==> src/gss_pkg.sv <==
// Package for the genset start/stop sequencer: register map, fields, states, timing.
// Assumes a 50 MHz system clock and AXI4-Lite access with 32-bit data.
package gss_pkg;
   // ----------------------------------------
   // Clock and time units
   // ----------------------------------------
   localparam int unsigned CLK_HZ = 50000000;
   localparam int unsigned TICK_MS = 1;
   localparam int unsigned TICK_CYC = CLK_HZ / 1000 * TICK_MS;
   localparam int unsigned PUMP_DELAY_MS = 2000;
   localparam int unsigned PUMP_DELAY_TICKS = PUMP_DELAY_MS / TICK_MS;
   // ----------------------------------------
   // Register offsets
   // ----------------------------------------
   localparam logic [7:0] REG_CTRL = 8'h00;
   localparam logic [7:0] REG_STATUS = 8'h04;
   localparam logic [7:0] REG_START_DLY = 8'h08;
   localparam logic [7:0] REG_CRANK = 8'h0c;
   localparam logic [7:0] REG_REST = 8'h10;
   localparam logic [7:0] REG_SAFETY = 8'h14;
   localparam logic [7:0] REG_WARM = 8'h18;
   localparam logic [7:0] REG_RETURN = 8'h1c;
   localparam logic [7:0] REG_COOL = 8'h20;
   localparam logic [7:0] REG_SPEED = 8'h24;
   localparam logic [7:0] REG_ID = 8'h28;
   // Arbitrary neutral identity value
   localparam logic [31:0] GSS_ID_VAL = 32'h0000_5e01;
   // ----------------------------------------
   // Control fields
   // ----------------------------------------
   localparam int CTL_ATTEMPTS_LSB = 0;
   localparam int CTL_ATTEMPTS_W = 4;
   localparam int CTL_WARM_EN = 4;
   localparam int CTL_MPU_EN = 5;
   localparam int CTL_OILREL_EN = 6;
   localparam int CTL_CAN_EN = 7;
   localparam int CTL_PUMP_EN = 8;
   localparam int CTL_SPEED_EN = 9;
   localparam logic [31:0] CTRL_RST = 32'h0000_0013;
   localparam logic [31:0] START_DLY_RST = 32'h0000_1388;
   localparam logic [31:0] CRANK_RST = 32'h0000_2710;
   localparam logic [31:0] REST_RST = 32'h0000_2710;
   localparam logic [31:0] SAFETY_RST = 32'h0000_2710;
   localparam logic [31:0] WARM_RST = 32'h0000_0bb8;
   localparam logic [31:0] RETURN_RST = 32'h0000_7530;
   localparam logic [31:0] COOL_RST = 32'h0001_d4c0;
   localparam logic [15:0] SPEED_RST = 16'h05dc;
   localparam logic [15:0] SPEED_STEP = 16'h000a;
   localparam logic [1:0] AXI_OKAY = 2'b00;
   localparam logic [1:0] AXI_SLVERR = 2'b10;
   // ----------------------------------------
   // Sequencer states and modes
   // ----------------------------------------
   typedef enum logic [3:0] {
      GSS_ST_STANDBY, GSS_ST_START_DLY, GSS_ST_CRANK, GSS_ST_REST,
      GSS_ST_RUN, GSS_ST_RETURN, GSS_ST_COOL, GSS_ST_FAIL
   } gss_state_t;
   typedef enum logic [1:0] {
      GSS_MODE_STOP, GSS_MODE_MANUAL, GSS_MODE_AUTO
   } gss_mode_t;
endpackage

==> src/gss_sequencer.sv <==
// Genset start/stop sequencer with AXI4-Lite configuration and status registers.
// Assumes all panel, engine and CAN inputs are synchronous, debounced levels.
//
// Functional notes
// - Panel lock input blocks mode changes; status reads stay available.
// - Auto start request: utility fail, remote start or scheduler.
// - Auto start runs a start delay timer first.
// - Requests gone before start delay ends returns to standby.
// - Request still present at delay end: fuel on, crank.
// - No fire during crank: starter off for rest, then retry.
// - Attempts exhausted: stop sequence, raise fail-to-start.
// - Starter released on firing: alternator or magnetic pickup.
// - Oil pressure optionally releases starter; never speed faults.
// - Safety-on timer after starter release masks listed faults.
// - Optional warm-up timer before load transfer.
// - Load output stays off until oil pressure has risen.
// - Auto running, requests gone: start return delay if loaded, else cooling.
// - New request during return or cooling puts set back on load.
// - Return delay ends: load to utility, cooling starts off load.
// - Cooling ends: fuel de-energised.
// - Manual: no auto start; start button cranks immediately.
// - Manual running: load only on a loading request source.
// - Manual loaded: unload by utility, open button or auto.
// - Fuel pump energised after two seconds held; off on release.
// - Speed edit mode; up/down change setpoint, kept on exit.
// - Electronic engine: CAN start command and CAN firing input.
`timescale 1ns/10ps
`default_nettype none
module gss_sequencer
   import gss_pkg::*;
#(
   parameter int unsigned TICK_CYCLES = TICK_CYC
) (
   // Clock and reset
   input wire logic aclk,
   input wire logic aresetn,
   // AXI4-Lite write
   input wire logic [7:0] s_axi_awaddr,
   input wire logic s_axi_awvalid,
   output logic s_axi_awready,
   input wire logic [31:0] s_axi_wdata,
   input wire logic [3:0] s_axi_wstrb,
   input wire logic s_axi_wvalid,
   output logic s_axi_wready,
   output logic [1:0] s_axi_bresp,
   output logic s_axi_bvalid,
   input wire logic s_axi_bready,
   // AXI4-Lite read
   input wire logic [7:0] s_axi_araddr,
   input wire logic s_axi_arvalid,
   output logic s_axi_arready,
   output logic [31:0] s_axi_rdata,
   output logic [1:0] s_axi_rresp,
   output logic s_axi_rvalid,
   input wire logic s_axi_rready,
   // Panel buttons and inputs
   input wire logic panel_lock,
   input wire logic btn_stop,
   input wire logic btn_manual,
   input wire logic btn_auto,
   input wire logic btn_start,
   input wire logic btn_to_gen,
   input wire logic btn_to_util,
   input wire logic btn_open_gen,
   input wire logic btn_pump,
   input wire logic btn_edit,
   input wire logic btn_up,
   input wire logic btn_down,
   // Start and load request sources
   input wire logic utility_fail,
   input wire logic remote_start,
   input wire logic remote_start_load,
   input wire logic sched_run,
   input wire logic sched_on_load,
   // Engine sensing
   input wire logic alt_fired,
   input wire logic mpu_fired,
   input wire logic can_fired,
   input wire logic oil_risen,
   // Outputs to engine and switchgear
   output logic fuel_on,
   output logic starter_on,
   output logic load_gen,
   output logic can_start,
   output logic pump_on,
   output logic safety_on,
   output logic fail_start,
   output logic [15:0] speed_set
);
   // ----------------------------------------
   // Configuration registers
   // ----------------------------------------
   logic [31:0] ctrl_r, start_dly_r, crank_r, rest_r, safety_r, warm_r, ret_r, cool_r;
   logic [15:0] speed_r;
   gss_state_t state_r;
   gss_mode_t mode_r;
   logic [31:0] tmr_r, safe_tmr_r, warm_tmr_r;
   logic [CTL_ATTEMPTS_W-1:0] att_r;
   logic tick_r, loaded_r, edit_r, up_q_r, dn_q_r, edit_q_r;
   logic [$clog2(TICK_CYCLES+1)-1:0] div_r;
   logic [15:0] pump_cnt_r;

   // ----------------------------------------
   // AXI4-Lite slave
   // ----------------------------------------
   logic [7:0] awaddr_r;
   logic [31:0] wdata_r;
   logic [3:0] wstrb_r;
   logic aw_got_r, w_got_r;
   logic do_wr;
   assign do_wr = aw_got_r && w_got_r && !s_axi_bvalid;

   always_ff @(posedge aclk) begin
      if (!aresetn) begin
         aw_got_r <= 1'b0;
         w_got_r <= 1'b0;
         awaddr_r <= 8'h00;
         wdata_r <= 32'h0000_0000;
         wstrb_r <= 4'h0;
         s_axi_awready <= 1'b0;
         s_axi_wready <= 1'b0;
         s_axi_bvalid <= 1'b0;
         s_axi_bresp <= AXI_OKAY;
      end else begin
         s_axi_awready <= !aw_got_r && !s_axi_awready && s_axi_awvalid;
         s_axi_wready <= !w_got_r && !s_axi_wready && s_axi_wvalid;
         if (s_axi_awvalid && s_axi_awready) begin
            aw_got_r <= 1'b1;
            awaddr_r <= s_axi_awaddr;
         end
         if (s_axi_wvalid && s_axi_wready) begin
            w_got_r <= 1'b1;
            wdata_r <= s_axi_wdata;
            wstrb_r <= s_axi_wstrb;
         end
         if (do_wr) begin
            aw_got_r <= 1'b0;
            w_got_r <= 1'b0;
            s_axi_bvalid <= 1'b1;
            s_axi_bresp <= (awaddr_r > REG_SPEED || awaddr_r[1:0] != 2'b00) ? AXI_SLVERR
                                                                             : AXI_OKAY;
         end else if (s_axi_bready) begin
            s_axi_bvalid <= 1'b0;
         end
      end
   end

   function automatic logic [31:0] merge(input logic [31:0] old, input logic [31:0] nw,
                                         input logic [3:0] be);
      logic [31:0] res;
      res = old;
      for (int i = 0; i < 4; i++) begin
         if (be[i]) res[i*8 +: 8] = nw[i*8 +: 8];
      end
      return res;
   endfunction

   always_ff @(posedge aclk) begin
      if (!aresetn) begin
         ctrl_r <= CTRL_RST;
         start_dly_r <= START_DLY_RST;
         crank_r <= CRANK_RST;
         rest_r <= REST_RST;
         safety_r <= SAFETY_RST;
         warm_r <= WARM_RST;
         ret_r <= RETURN_RST;
         cool_r <= COOL_RST;
      end else if (do_wr) begin
         case (awaddr_r)
            REG_CTRL: ctrl_r <= merge(ctrl_r, wdata_r, wstrb_r);
            REG_START_DLY: start_dly_r <= merge(start_dly_r, wdata_r, wstrb_r);
            REG_CRANK: crank_r <= merge(crank_r, wdata_r, wstrb_r);
            REG_REST: rest_r <= merge(rest_r, wdata_r, wstrb_r);
            REG_SAFETY: safety_r <= merge(safety_r, wdata_r, wstrb_r);
            REG_WARM: warm_r <= merge(warm_r, wdata_r, wstrb_r);
            REG_RETURN: ret_r <= merge(ret_r, wdata_r, wstrb_r);
            REG_COOL: cool_r <= merge(cool_r, wdata_r, wstrb_r);
            default: ;
         endcase
      end
   end

   // Read channel: one-cycle registered answer
   always_ff @(posedge aclk) begin
      if (!aresetn) begin
         s_axi_arready <= 1'b0;
         s_axi_rvalid <= 1'b0;
         s_axi_rdata <= 32'h0000_0000;
         s_axi_rresp <= AXI_OKAY;
      end else begin
         s_axi_arready <= !s_axi_rvalid && !s_axi_arready && s_axi_arvalid;
         if (s_axi_arvalid && s_axi_arready) begin
            s_axi_rvalid <= 1'b1;
            s_axi_rresp <= AXI_OKAY;
            case (s_axi_araddr)
               REG_CTRL: s_axi_rdata <= ctrl_r;
               REG_STATUS: s_axi_rdata <= {20'h0_0000, att_r, edit_r, loaded_r,
                                           mode_r, 4'(state_r)};
               REG_START_DLY: s_axi_rdata <= start_dly_r;
               REG_CRANK: s_axi_rdata <= crank_r;
               REG_REST: s_axi_rdata <= rest_r;
               REG_SAFETY: s_axi_rdata <= safety_r;
               REG_WARM: s_axi_rdata <= warm_r;
               REG_RETURN: s_axi_rdata <= ret_r;
               REG_COOL: s_axi_rdata <= cool_r;
               REG_SPEED: s_axi_rdata <= {16'h0000, speed_r};
               REG_ID: s_axi_rdata <= GSS_ID_VAL;
               default: begin
                  s_axi_rdata <= 32'h0000_0000;
                  s_axi_rresp <= AXI_SLVERR;
               end
            endcase
         end else if (s_axi_rready) begin
            s_axi_rvalid <= 1'b0;
         end
      end
   end

   // ----------------------------------------
   // Timebase
   // ----------------------------------------
   // Millisecond tick from system clock
   always_ff @(posedge aclk) begin
      if (!aresetn) begin
         div_r <= '0;
         tick_r <= 1'b0;
      end else if (div_r == $bits(div_r)'(TICK_CYCLES - 1)) begin
         div_r <= '0;
         tick_r <= 1'b1;
      end else begin
         div_r <= div_r + 1'b1;
         tick_r <= 1'b0;
      end
   end

   // ----------------------------------------
   // Mode selection
   // ----------------------------------------
   // Lock freezes mode
   always_ff @(posedge aclk) begin
      if (!aresetn) begin
         mode_r <= GSS_MODE_STOP;
      end else if (!panel_lock) begin
         if (btn_stop) mode_r <= GSS_MODE_STOP;
         else if (btn_auto) mode_r <= GSS_MODE_AUTO;
         else if (btn_manual) mode_r <= GSS_MODE_MANUAL;
      end
   end

   // ----------------------------------------
   // Start/stop sequencer
   // ----------------------------------------
   logic auto_req, fired, is_auto, load_req;
   assign is_auto = (mode_r == GSS_MODE_AUTO);
   assign auto_req = is_auto && (utility_fail || remote_start || sched_run);
   assign fired = (ctrl_r[CTL_CAN_EN] ? can_fired
                   : (ctrl_r[CTL_MPU_EN] ? mpu_fired : alt_fired))
                  || (ctrl_r[CTL_OILREL_EN] && oil_risen);
   assign load_req = btn_to_gen || utility_fail || remote_start_load
                     || (sched_run && sched_on_load);

   always_ff @(posedge aclk) begin
      if (!aresetn) begin
         state_r <= GSS_ST_STANDBY;
         tmr_r <= 32'h0000_0000;
         att_r <= '0;
      end else begin
         if (tick_r && tmr_r != 32'h0000_0000) tmr_r <= tmr_r - 1'b1;
         case (state_r)
            GSS_ST_STANDBY: begin
               att_r <= '0;
               if (auto_req) begin
                  state_r <= GSS_ST_START_DLY;
                  tmr_r <= start_dly_r;
               end else if (mode_r == GSS_MODE_MANUAL && btn_start) begin
                  state_r <= GSS_ST_CRANK;
                  tmr_r <= crank_r;
                  att_r <= CTL_ATTEMPTS_W'(1);
               end
            end
            GSS_ST_START_DLY: begin
               if (!auto_req) state_r <= GSS_ST_STANDBY;
               else if (tmr_r == 32'h0000_0000) begin
                  state_r <= GSS_ST_CRANK;
                  tmr_r <= crank_r;
                  att_r <= CTL_ATTEMPTS_W'(1);
               end
            end
            GSS_ST_CRANK: begin
               if (fired) begin
                  state_r <= GSS_ST_RUN;
               end else if (tmr_r == 32'h0000_0000) begin
                  if (att_r >= ctrl_r[CTL_ATTEMPTS_LSB +: CTL_ATTEMPTS_W]) begin
                     state_r <= GSS_ST_FAIL;
                  end else begin
                     state_r <= GSS_ST_REST;
                     tmr_r <= rest_r;
                  end
               end
            end
            GSS_ST_REST: begin
               if (tmr_r == 32'h0000_0000) begin
                  state_r <= GSS_ST_CRANK;
                  tmr_r <= crank_r;
                  att_r <= att_r + 1'b1;
               end
            end
            GSS_ST_RUN: begin
               if (is_auto && !auto_req && !loaded_r) begin
                  state_r <= GSS_ST_COOL;
                  tmr_r <= cool_r;
               end else if (is_auto && !auto_req) begin
                  state_r <= GSS_ST_RETURN;
                  tmr_r <= ret_r;
               end
            end
            GSS_ST_RETURN: begin
               if (auto_req) state_r <= GSS_ST_RUN;
               else if (tmr_r == 32'h0000_0000) begin
                  state_r <= GSS_ST_COOL;
                  tmr_r <= cool_r;
               end
            end
            GSS_ST_COOL: begin
               if (auto_req) state_r <= GSS_ST_RUN;
               else if (tmr_r == 32'h0000_0000) state_r <= GSS_ST_STANDBY;
            end
            GSS_ST_FAIL: begin
               if (mode_r == GSS_MODE_STOP) state_r <= GSS_ST_STANDBY;
            end
            default: state_r <= GSS_ST_STANDBY;
         endcase
         // Stop mode ends any run at once
         if (mode_r == GSS_MODE_STOP && state_r != GSS_ST_FAIL) state_r <= GSS_ST_STANDBY;
      end
   end

   // ----------------------------------------
   // Safety-on and warm-up timers
   // ----------------------------------------
   logic running;
   assign running = (state_r == GSS_ST_RUN) || (state_r == GSS_ST_RETURN)
                    || (state_r == GSS_ST_COOL);

   always_ff @(posedge aclk) begin
      if (!aresetn) begin
         safe_tmr_r <= 32'h0000_0000;
         safety_on <= 1'b0;
      end else begin
         if (state_r == GSS_ST_CRANK && fired) safe_tmr_r <= safety_r;
         else if (tick_r && safe_tmr_r != 32'h0000_0000) safe_tmr_r <= safe_tmr_r - 1'b1;
         safety_on <= running && safe_tmr_r == 32'h0000_0000;
      end
   end

   always_ff @(posedge aclk) begin
      if (!aresetn) begin
         warm_tmr_r <= 32'h0000_0000;
      end else if (state_r == GSS_ST_CRANK && fired) begin
         warm_tmr_r <= ctrl_r[CTL_WARM_EN] ? warm_r : 32'h0000_0000;
      end else if (tick_r && warm_tmr_r != 32'h0000_0000) begin
         warm_tmr_r <= warm_tmr_r - 1'b1;
      end
   end

   // ----------------------------------------
   // Load transfer
   // ----------------------------------------
   always_ff @(posedge aclk) begin
      if (!aresetn) begin
         loaded_r <= 1'b0;
      end else if (!running || mode_r == GSS_MODE_STOP) begin
         loaded_r <= 1'b0;
      end else if (is_auto) begin
         loaded_r <= (state_r != GSS_ST_COOL) && warm_tmr_r == 32'h0000_0000
                     && !(state_r == GSS_ST_RETURN && tmr_r == 32'h0000_0000);
      end else if (btn_to_util || btn_open_gen) begin
         loaded_r <= 1'b0;
      end else if (load_req && warm_tmr_r == 32'h0000_0000) begin
         loaded_r <= 1'b1;
      end
   end

   // ----------------------------------------
   // Engine outputs
   // ----------------------------------------
   always_ff @(posedge aclk) begin
      if (!aresetn) begin
         fuel_on <= 1'b0;
         starter_on <= 1'b0;
         load_gen <= 1'b0;
         can_start <= 1'b0;
         fail_start <= 1'b0;
      end else begin
         fuel_on <= (state_r == GSS_ST_CRANK) || (state_r == GSS_ST_REST) || running;
         starter_on <= (state_r == GSS_ST_CRANK) && !fired;
         load_gen <= loaded_r && oil_risen;
         can_start <= ctrl_r[CTL_CAN_EN] && (state_r == GSS_ST_CRANK || running);
         fail_start <= (state_r == GSS_ST_FAIL);
      end
   end

   // ----------------------------------------
   // Manual fuel pump and speed edit
   // ----------------------------------------
   // Pump after hold delay
   always_ff @(posedge aclk) begin
      if (!aresetn) begin
         pump_cnt_r <= 16'h0000;
         pump_on <= 1'b0;
      end else if (!btn_pump || !ctrl_r[CTL_PUMP_EN]) begin
         pump_cnt_r <= 16'h0000;
         pump_on <= 1'b0;
      end else if (pump_cnt_r == 16'(PUMP_DELAY_TICKS)) begin
         pump_on <= 1'b1;
      end else if (tick_r) begin
         pump_cnt_r <= pump_cnt_r + 1'b1;
      end
   end

   always_ff @(posedge aclk) begin
      if (!aresetn) begin
         edit_r <= 1'b0;
         speed_r <= SPEED_RST;
         up_q_r <= 1'b0;
         dn_q_r <= 1'b0;
         edit_q_r <= 1'b0;
         speed_set <= SPEED_RST;
      end else begin
         up_q_r <= btn_up;
         dn_q_r <= btn_down;
         edit_q_r <= btn_edit;
         if (btn_edit && !edit_q_r && ctrl_r[CTL_SPEED_EN]) edit_r <= !edit_r;
         if (edit_r && btn_up && !up_q_r) speed_r <= speed_r + SPEED_STEP;
         else if (edit_r && btn_down && !dn_q_r && speed_r >= SPEED_STEP)
            speed_r <= speed_r - SPEED_STEP;
         speed_set <= speed_r;
      end
   end
endmodule
`default_nettype wire

==> config.mk <==
export PLATFORM = sky130hd
export DESIGN_NAME = gss_sequencer
export DESIGN_NICKNAME = d
export VERILOG_FILES = /design/src/gss_pkg.sv /design/src/gss_sequencer.sv
export SDC_FILE = /design/constraint.sdc
export NUM_CORES = 1
export LEC_CHECK = 0
export BUFFER_PORTS_ARGS = -buffer_cell sky130_fd_sc_hd__buf_2
export CAP_MARGIN = 10
export CORE_MARGIN = 1.5
export CORE_UTILIZATION = 37
export CTS_CLUSTER_DIAMETER = 50
export DETAILED_ROUTE_END_ITERATION = 10
export PLACE_DENSITY = 0.57
export SYNTH_ARGS = -nofsm -noshare
export SYNTH_HDL_FRONTEND = slang
export SYNTH_SLANG_ARGS = --single-unit
==> constraint.sdc <==
create_clock -name aclk -period 3.1 [get_ports aclk]
set_input_delay 0.155 -clock aclk [delete_from_list [all_inputs] [get_ports aclk]]
set_output_delay 0.155 -clock aclk [all_outputs]
set_load 0.02 [all_outputs]
# Word-level counts from Yosys, hierarchy flattened

Index checks and enable logic that the tools add are counted.
W data, S select, Z words.

$mul: 0
Mux-type cells: 57
Equality and inequality tests: 39
Bitwise operators: 3
Magnitude comparators: 3
Divide/modulo/power cells: 0
Add/subtract/negate cells: 8
Shift operators: 0
Reduce and logical (&&, ||, !) cells: 131

Operators with widths:

| operator                | count |
|---|---|
| $mux W32                | 17 |
| $pmux W32 S11           | 1 |
| $pmux W32 S6            | 1 |
| $logic_not A32 Y1       | 3 |
| $reduce_and A3 Y1       | 32 |
| $reduce_bool A32 Y1     | 3 |
| $sub A32 B1 Y32 const B | 3 |
| $eq A8 B5 Y1 const B    | 8 |
| $mux W4                 | 16 |
| $logic_and A1 B1 Y1     | 37 |
| $add A16 B1 Y16 const B | 2 |
| $eq A8 B4 Y1 const B    | 4 |
| $eq A8 B6 Y1 const B    | 4 |
| $mux W16                | 2 |
| $pmux W4 S8             | 1 |
| $logic_not A1 Y1        | 18 |
| $add A16 B4 Y16 const B | 1 |
| $eq A16 B11 Y1 const B  | 1 |
| $eq A16 B16 Y1 const B  | 1 |
| $eq A4 B3 Y1 const B    | 4 |
| $ge A16 B4 Y1 const B   | 1 |
| $logic_not A8 Y1        | 2 |
| $sub A16 B4 Y16 const B | 1 |
| $logic_or A1 B1 Y1      | 15 |
| 25 further kinds        | 63 |

Word-level logic and storage cells: 309
Bits in latches: 0
Bits in registers: 526
ROM bits: 0
Output and inout bits: 64
Bits of input ports: 80
RAM bits: 0
Memories: 0

# Logic depth before layout (Yosys ltp)

Gate-level depths: netlist (run 1).

Word-level depth: 8
Gate-level depth with buffers: 11
Gate-level depth less buffers: 9

# Worst setup path after synthesis (run 1)

Ideal clock, no wire load.

Path kind: register -> register
Start: register warm_tmr_r[9]
End: register warm_tmr_r[2]
Slack: 174 ps
Buffers on the path: 2
Arrival time: 2,840 ps
Cell stages (with the launch flop): 10
Cell sequence: dfxtp_1 -> or4_4 -> or4_4 -> or4_4 -> o41ai_4 -> buf_6 -> buf_6 -> nor2_1 -> xnor2_1 -> a211oi_1

Word-level cells in the longest chain between the ends: 3

RTL lines:

| item                                | RTL line             | text |
|---|---|---|
| start: declaration                  | gss_sequencer.sv:97  | `logic [31:0] tmr_r, safe_tmr_r, warm_tmr_r;` |
| start signal: assignment            | gss_sequencer.sv:360 | `warm_tmr_r <= ctrl_r[CTL_WARM_EN] ? warm_r : 32'h0000_0000;` |
| start signal: assignment            | gss_sequencer.sv:362 | `warm_tmr_r <= warm_tmr_r - 1'b1;` |
| $reduce_bool A32 Y1                 | gss_sequencer.sv:361 | `end else if (tick_r && warm_tmr_r != 32'h0000_0000) begin` |
| $logic_and A1 B1 Y1                 | gss_sequencer.sv:361 |  |
| $reduce_bool A2 Y1 (no source line) | --                   |  |

Every way passes these cells.
A chain may end at the register's enable or synchronous reset.

# Final worst setup path (run 1)

Start: register tmr_r[5]
End: register tmr_r[29]

Word-level cells in the longest chain between the ends: 7
Elaborated cells between the ends (all ways): 17

RTL lines:

| item                                                    | RTL line             | text |
|---|---|---|
| start: declaration                                      | gss_sequencer.sv:97  |  |
| start signal: assignment                                | gss_sequencer.sv:268 | `if (tick_r && tmr_r != 32'h0000_0000) tmr_r <= tmr_r - 1'b1;` |
| start signal: assignment                                | gss_sequencer.sv:274 | `tmr_r <= start_dly_r;` |
| start signal: assignment                                | gss_sequencer.sv:277 | `tmr_r <= crank_r;` |
| branches (longest 6 deep; another with $sub A32 B1 Y32) | --                   |  |
| $pmux W32 S6 *                                          | gss_sequencer.sv:269 | `case (state_r)` |

Mark *: on every way between the ends.

==> results by stage, run 1 <==
Worst setup path:
- The worst flop-to-flop path startpoint is tmr_r[5]$_SDFF_PN0_.
- In this run the worst path has a maximum fanout of 7.
- The data arrival time of the worst path is 3.51 ns.
- The worst setup path is of the flop to flop kind.
- The worst setup path is captured at a flop.
- At the worst endpoint, the required time is 3.59 ns.
- STA classifies the critical path startpoint as a flop.
- The launching instance or port of the critical path is tmr_r[5]$_SDFF_PN0_.

Power:
- The leakage power of the design is 11.6 nW.
- Net switching is 24.6% of the power.
- The clock power share is 51.8%.
- Total power for the finished layout comes to 16.1 mW.
- The net switching power is 3.96 mW.
- The portion of total power attributed to combinational logic is 5.6%.
- The peak supply drop is 328 µV.
- The ratio of total power to cell area is 534 nW/µm².
- The internal power is 12.1 mW.
- Sequential cells burn 42.6% of the power.

Run:
- The max-cap violation count is 0.

Timing:
- Setup violations remaining at the end of the flow were counted as 0.
- Hold timing on the final database bottoms out at a slack of 0.0638 ns.
- The number of endpoints with negative hold slack in the final report is 0.
- The peak clock frequency supported by timing is 0.331 GHz.
- Setup repair after global routing could not meet its margin everywhere.
- The final critical path takes up 97.6% of the cycle.
- The worst slew margin relative to its limit is 34.1%.
- The time the final worst path needs with I/O delays and setup is 3.03 ns.
- The final clock skew is 0.0217 ns.
- The slew at the pin closest to its max-slew limit is 0.988 ns.
- The total count of max-transition violations in the final report is 0.

Synthesis:
- The synthesized area is 24,700 µm².
- The flip-flop and latch count after synthesis is 522.
- The sequential fraction of the synthesis area is 42.3%.
- The number of synthesized flops with an enable pin is 0.
- After technology mapping, the gate count stands at 3,082.
- The number of library cell types mapped by synthesis is 79.
- For this run, asynchronously set or reset flops after synthesis account for 0%.
- Dividing the synthesized area by the synthesized cell count gives 8.01 µm².
- The predominant post-synthesis flop cell is dfxtp_1.
- The count of synthesis-stage warnings from yosys is 0.

Global routing:
- The overall routing resource usage is 28.4%.
- The first-pass GRT wire length is 148 mm.
- After global routing the overflow that remains totals 0.
- The via count of the first global-routing pass is 24,000.
- The largest net degree at the start of global routing is 86.
- The initial antenna violation count is 4.

Route:
- The per-cell via count in the routed design is 6.04.
- The remaining number of nets flagged by the antenna check after routing is 0.
- Summed over all layers, the routed wires come to 99.7 mm.
- The overall via count from detail_route is 25,300.
- In the final routed layout, each cell accounts on average for 23.7 µm.
- The detailed-routing iteration count for the pre-antenna-repair pass is 8.
- The iteration-0 DRC count of the detailed router is 3,118.
- After detailed routing, the number of remaining DRC violations is 0.

CTS:
- Clock latency on the worst-skew pair, taken at its later pin, is 0.62 ns.
- The number of levels the H-tree was split into is 3.
- The clock tree from TritonCTS is yes.
- The root buffer cell chosen for the clock tree is clkbuf_16.
- The total clock sinks is 522.
- The clock-pin slew on the worst setup and hold paths is 0.06 ns.
- The deepest clock path buffer count is 3.
- The total clock buffers created by CTS is 72.

Final layout:
- The number of nets in the layout is 3,369.
- The number of standard cells in the final layout excluding fillers is 4,197.
- The area overhead of the layout relative to synthesis is 21.8%.
- In the final layout, the share of cells above drive strength 1 is 14.5%.

Min path:
- The min-delay analysis places its worst path in the category input port to flop.
- The startpoint identified for the worst hold timing path is s_axi_araddr[5].

Die:
- The height of the die is 261 µm.
- The area of the core region is 65,900 µm².
- The top-level I/O count is 144.
- In this run the core area contains 94 standard-cell rows.
- The die covers 68,300 µm².
- For this configuration, the core starts out at a cell density of 37.5%.
- The horizontal die dimension is 261 µm.

Status:
- The run finished with clean final reports.

Placed design:
- The congestion estimate from routability-driven global placement came to 0.976.
- After detailed placement, the design holds a cell count of 3,994.
- Once detailed placement completed, the half-perimeter wirelength came to 71.5 mm.
- The number of buffers inserted by port buffering is 140.
-- Yosys cell counts (all sizes together), types with 10 or more instances --
master | instances | area share, %
o21a | 15 | 0.46
a211oi | 15 | 0.48
and2 | 26 | 0.66
a221oi | 17 | 0.60
a31oi | 21 | 0.53
nand4 | 12 | 0.30
nor4 | 45 | 1.2
a221o | 18 | 0.73
ha | 14 | 0.71
nand2 | 470 | 7.1
a22oi | 81 | 2.5
nand3 | 266 | 5.4
xor2 | 41 | 1.5
nor3b | 10 | 0.30
nand2b | 20 | 0.51
nor3 | 61 | 1.3
and3 | 21 | 0.53
buf | 30 | 0.61
o21ai | 147 | 3.0
clkbuf | 220 | 3.3
a21oi | 316 | 6.4
dfxtp | 522 | 42
xnor2 | 72 | 2.6
nor2 | 224 | 3.4
or4 | 26 | 0.85
mux2i | 96 | 3.9
a222oi | 64 | 2.6
or3 | 31 | 0.79
o31ai | 10 | 0.30
inv | 37 | 0.56
-- worst max-delay path, stage by stage (launching register included) --
cell	delay (ns)
dfxtp_1	0.34
or4_4	0.59
or4_4	0.62
o31ai_4	0.28
buf_4	0.21
or4_1	0.18
nor3b_1	0.23
a2111oi_0	0.11
o31a_1	0.32
-- area by class of cell --
| cell class | count | area, µm² |
|---|---|---|
| Fill cell | 6454 | 35800 |
| Multi-Input combinational cell | 2276 | 13300 |
| Sequential cell | 522 | 10500 |
| Timing Repair Buffer | 366 | 2710 |
| Clock buffer | 91 | 2010 |
| Tap cell | 864 | 1080 |
| Clock inverter | 40 | 402 |
| Inverter | 37 | 146 |
| Antenna cell | 1 | 2.50 |
-- power by group through the flow --
stage	logic, mW	registers (mW)	clock network [mW]
final	0.897	6.85	8.32
after global routing	0.957	6.85	8.69
after CTS	0.872	6.84	8.41
after detailed placement	0.808	6.99	0
after global placement	0.799	6.98	0
after floorplan	0.469	6.93	0
-- per-layer routing --
metal  GRT usage [%]  wire (µm)  vias to the layer above
met1            37.6      40700                    12200
li1                -          -                    11500
met5               0         19                        -
met2            43.8      43900                     1331
met4            12.2       4330                        2
met3            7.17      10700                      277
-- path summary, 6_finish.rpt --
path / to / slack [ns] / cells after the start
worst max register to register: tmr_r[29]$_SDFF_PN0_ / 0.07 / 8
worst max-delay path: tmr_r[29]$_SDFF_PN0_ / 0.07 / 8
worst min-delay path: s_axi_rresp[1]$_SDFFE_PN0P_ / 0.06 / 3
worst min register to register: s_axi_awready$_SDFF_PN0_ / 0.45 / 1
-- metrics by stage --
stage               setup WS (ns)  area [µm²]  setup TNS, ns  util, %
floorplan                   0.174       24700              0        -
global placement           0.0260       26900              0     40.8
detailed placement        -0.0469       26900        -0.0469     40.8
CTS                       0.00621       30000              0     45.5
global route              -0.0534       30100        -0.0534     45.7
finish                     0.0746       30100              0     45.7
-- cells in the final DEF, fill, tap and decap left out, drive strengths merged, types with 72 or more instances in the layout --
cell,Yosys,routed
a22oi,81,81
mux2i,96,96
dfxtp,522,522
xnor2,72,72
o21ai,147,147
clkbuf,220,91
a21oi,316,316
nand2,470,470
buf,30,299
nand3,266,266
nor2,224,224
-- flip-flops by register name (all words and copies together) (netlist names), 32 cells and up --
signal	flops
crank_r	32
wdata_r	32
warm_r	32
safe_tmr_r	32
s_axi_rdata	32
warm_tmr_r	32
safety_r	32
start_dly_r	32
ret_r	32
rest_r	32
cool_r	32
ctrl_r	32
tmr_r	32
-- cells by family after synthesis --
family	synth area share [%]
other	0.0152
adder cells (fa/ha/maj)	0.709
buffers and inverters	4.51
AO/OA/AOI/OAI	20.8
AND/OR/NAND/NOR	23.7
XOR/XNOR	4.01
multiplexers	3.98
flip-flops	42.3
-- what timing repair did --
action,CTS,global route
pin swaps,0,3
hold buffers,67,0
gates resized for setup,1,10
gates cloned,0,1
hold endpoints to repair,60,0
setup endpoints to repair,1,19
buffers inserted,0,3
No activity file was read; power rests on OpenSTA's default activity.
==> run 2: changes to the inputs <==
--- a/config.mk
+++ b/config.mk
@@ -7,7 +7,6 @@
 export LEC_CHECK = 0
 export BUFFER_PORTS_ARGS = -buffer_cell sky130_fd_sc_hd__buf_2
 export CAP_MARGIN = 10
-export CORE_MARGIN = 1.5
 export CORE_UTILIZATION = 37
 export CTS_CLUSTER_DIAMETER = 50
 export DETAILED_ROUTE_END_ITERATION = 10
==> constraint.sdc (replaced) <==
create_clock -name aclk -period 3.1 [get_ports aclk]
set_input_delay 0.155 -clock aclk [delete_from_list [all_inputs] [get_ports aclk]]
set_output_delay 0.155 -clock aclk [all_outputs]
set_load 0.005 [all_outputs]
==> run 2 against run 1 <==
Net effect: the flow now finishes with violations (setup timing); register-to-register slack got worse by 0.15 ns; clock skew increased by 0.0062 ns; critical path depth increased by 1; maximum frequency decreased by 4.7%; non-clock buffer count increased by 12; final cell count increased by 0.24%; utilization increased by 0.50 points; total power increased by 3.1%.
==> results by stage, run 2 (same netlist as run 1, synthesis figures left out) <==
Power:
- The leakage power of the design is 11.8 nW (+1.5%).
- The peak supply drop came to 379 µV (+16%).
- The overall power of the completed layout is 16.6 mW (+3.1%).
- The ratio of total power to cell area came to 545 nW/µm² (+2.0%).

Route:
- The remaining number of nets flagged by the antenna check after routing came to 0 (unchanged).
- The total length of routed wires came to 100 mm (+0.45%).
- The per-cell via count in the routed design is 6.01 (-0.45%).
- The detailed-routing iteration count for the pre-antenna-repair pass is 9 (+1).
- The average routed wire per standard cell is 23.8 µm (+0.21%).
- The overall via count from detail_route was 25,300 (-0.21%).
- The iteration-0 DRC count of the detailed router is 3,015 (-3.3%).
- The residual DRC count is 0 (unchanged).

Min path:
- The hold path startpoint is s_axi_araddr[5].
- The worst hold path terminates at s_axi_rdata[3]$_SDFFE_PN0P_.
- The cell depth of the worst hold path was 4 (+1).
- The worst hold path belongs to the class input port to flop.

Placed design:
- The half-perimeter wire length of the detailed placement result is 72.0 mm (+0.78%).
- The weighted congestion at the end of routability-driven global placement is 0.966 (-1.1%).
- The number of buffers inserted by port buffering was 140 (unchanged).

Global routing:
- The initial antenna violation count is 3 (-1).
- The via count of the first global-routing pass was 24,000 (+0.10%).
- The first-pass GRT wire length came to 149 mm (+1.0%).
- The remaining global-route overflow is 0 (unchanged).
- The largest net degree at the start of global routing came to 139 (+62%).
- The overall routing resource usage is 28.9% (+0.46 points).

Worst setup path:
- The register-to-register path setup slack is -0.07 ns (-0.15 ns).
- The worst setup path is captured at a flop.
- The maximum single-stage delay on the critical path was 0.58 ns (-0.04 ns).
- The startpoint type of the worst setup path is a flop.
- The cell type of the slowest stage on the worst timing path is or4_4.
- The critical path data required time came to 3.59 ns (about the same).
- On the critical path the largest part of the delay comes from simple AND/OR/NAND/NOR gates.
- The most numerous cell type found on the critical path is or4_4.
- The combined buffer and inverter count along the critical path is 2 (+1).
- The worst-path maximum fanout is 7 (unchanged).
- The worst flop-to-flop path startpoint is warm_tmr_r[12]$_SDFFE_PN0P_.
- The class of the most critical setup path is flop to flop.
- The critical path goes through or4_4 -> or4_4 -> or4_4 -> o41ai_4 -> buf_4 -> clkbuf_16 -> nor3_2 -> xnor2_1 -> o21ai_1.
- The length in cells of the worst reg-to-reg path came to 9 (+1).
- The launching instance or port of the critical path is warm_tmr_r[12]$_SDFFE_PN0P_.
- The data arrival time of the worst path was 3.66 ns (+0.15 ns).
- The end of the worst register-to-register path is warm_tmr_r[10]$_SDFFE_PN0P_.

Die:
- The height of the die was 260 µm (-0.38%).
- The horizontal die dimension is 260 µm (-0.38%).
- The starting utilization of the core area is 37.5% (unchanged).
- The top-level I/O count is 144 (unchanged).
- The floorplan die area was 67,800 µm² (-0.76%).
- The area of the core region is 65,900 µm² (unchanged).
- The number of rows created at floorplan was 94 (unchanged).

Timing:
- The total count of max-transition violations in the final report is 0 (unchanged).
- The count of endpoints failing setup in the final report is 13 (+13).
- Setup repair after global routing could not meet its margin everywhere.
- The worst slew margin relative to its limit is 19.3% (-15 points).
- The final cycle utilization of the critical path is 102% (+4.8 points).
- The slew at the pin closest to its max-slew limit was 1.18 ns (+0.193 ns).
- The time the final worst path needs with I/O delays and setup is 3.17 ns (+0.149 ns).
- The final clock skew is 0.0279 ns (+0.00615 ns).
- The peak clock frequency supported by timing came to 0.315 GHz (-4.7%).
- The final critical-path setup slack came to -0.0747 ns (-0.149 ns).
- The number of endpoints with negative hold slack in the final report came to 0 (unchanged).
- The sum of negative setup slack is -0.440 ns (-0.440 ns).

CTS:
- The later-pin clock latency in the skew report was 0.62 ns (about the same).
- The number of levels the H-tree was split into came to 3 (unchanged).
- The cell chosen for the clock root is clkbuf_16.
- The deepest clock path buffer count is 3 (unchanged).
- The total clock sinks is 522 (unchanged).
- The total clock buffers created by CTS is 73 (+1.4%).
- TritonCTS built the clock tree.
- The clock-pin slew on the worst setup and hold paths is 0.06 ns (about the same).

Final layout:
- The number of nets in the layout came to 3,382 (+0.39%).
- The post-route core utilization came to 46.2% (+0.50 points).
- The number of diodes is 0 (-1).
- The area overhead of the layout relative to synthesis is 23.1%.
- In the layout the commonest cells are dfxtp_1 (520), nand2_1 (469), a21oi_1 (316), nand3_1 (266), nor2_1 (214).
- The leading cell type in the layout, fill and taps excluded is dfxtp_1.
- The share of post-route cells with drive strength above 1 was 15.1% (+0.58 points).

Run:
- The max-cap violation count is 0 (unchanged).

Status:
- The checks that failed: setup timing.
- The run finished, with violations left.
run 2: cell types whose count changed in the layout (fill, tap and decap cells not counted), sizes merged:
cell      change
bufinv        +3
inv           -6
clkinv        +3
clkbuf        +4
buf          +11
clkinvlp      -4
diode         -1
run 2: power breakdown:
| group | switching, mW | internal (mW) | leakage (nW) | total (mW) |
|---|---|---|---|---|
| clock network | 3.37 | 5.44 | 1.25 | 8.81 |
| registers | 0.0911 | 6.76 | 4.21 | 6.85 |
| logic | 0.565 | 0.340 | 6.30 | 0.906 |
run 2: worst max-delay path by stage:
stage / endpoint / slack (ns) / cells after the start
final: warm_tmr_r[10]$_SDFFE_PN0P_ / -0.07 / 9
after global routing: warm_tmr_r[9]$_SDFFE_PN0P_ / -0.11 / 8
after CTS: tmr_r[3]$_SDFF_PN0_ / 0.003 / 8
after detailed placement: warm_tmr_r[21]$_SDFFE_PN0P_ / -0.03 / 8
after global placement: warm_tmr_r[21]$_SDFFE_PN0P_ / 0.06 / 8
after floorplan: warm_tmr_r[2]$_SDFFE_PN0P_ / 0.17 / 9
run 2: tightest hold or removal path, stage by stage:
cell and delay (ns):
buf_2 0.13, a211oi_4 0.14, o21ai_0 0.14, a21oi_1 0.08
run 2: per-layer routing:
layer  GRT usage, %  part of all wire [%]  up-vias
met5              0                 0.011        -
met4           12.9                   4.4        2
met3           5.35                   9.3      252
met2           44.1                    44     1230
met1           39.4                    43    12200
li1               -                     -    11600
run 2: timing repair:
item / 4_1_cts / 5_1_grt
resized for setup: 0 / 29
setup endpoints to repair: 7 / 29
pin swaps: 1 / 10
hold buffers: 67 / 0
setup buffers: 0 / 10
endpoints found under the hold margin: 75 / 0
cloned: 0 / 2
run 2: layout make-up:
| cell class | count | area, µm² |
|---|---|---|
| Fill cell | 6376 | 35500 |
| Tap cell | 864 | 1080 |
| Timing Repair Buffer | 378 | 2840 |
| Clock inverter | 36 | 462 |
| Multi-Input combinational cell | 2276 | 13300 |
| Inverter | 37 | 146 |
| Clock buffer | 94 | 2100 |
| Sequential cell | 522 | 10500 |
run 2: stage by stage:
stage	std cells	hold WS, ns	instance area (µm²)	worst slack [ns]
finish	4207	0.0747	30400	-0.0747
global route	4207	0.102	30400	-0.105
CTS	4195	0.0461	30200	0.00259
detailed placement	3998	0.394	26900	-0.0280
global placement	3998	0.392	26900	0.0578
floorplan	3085	0.273	24700	0.174
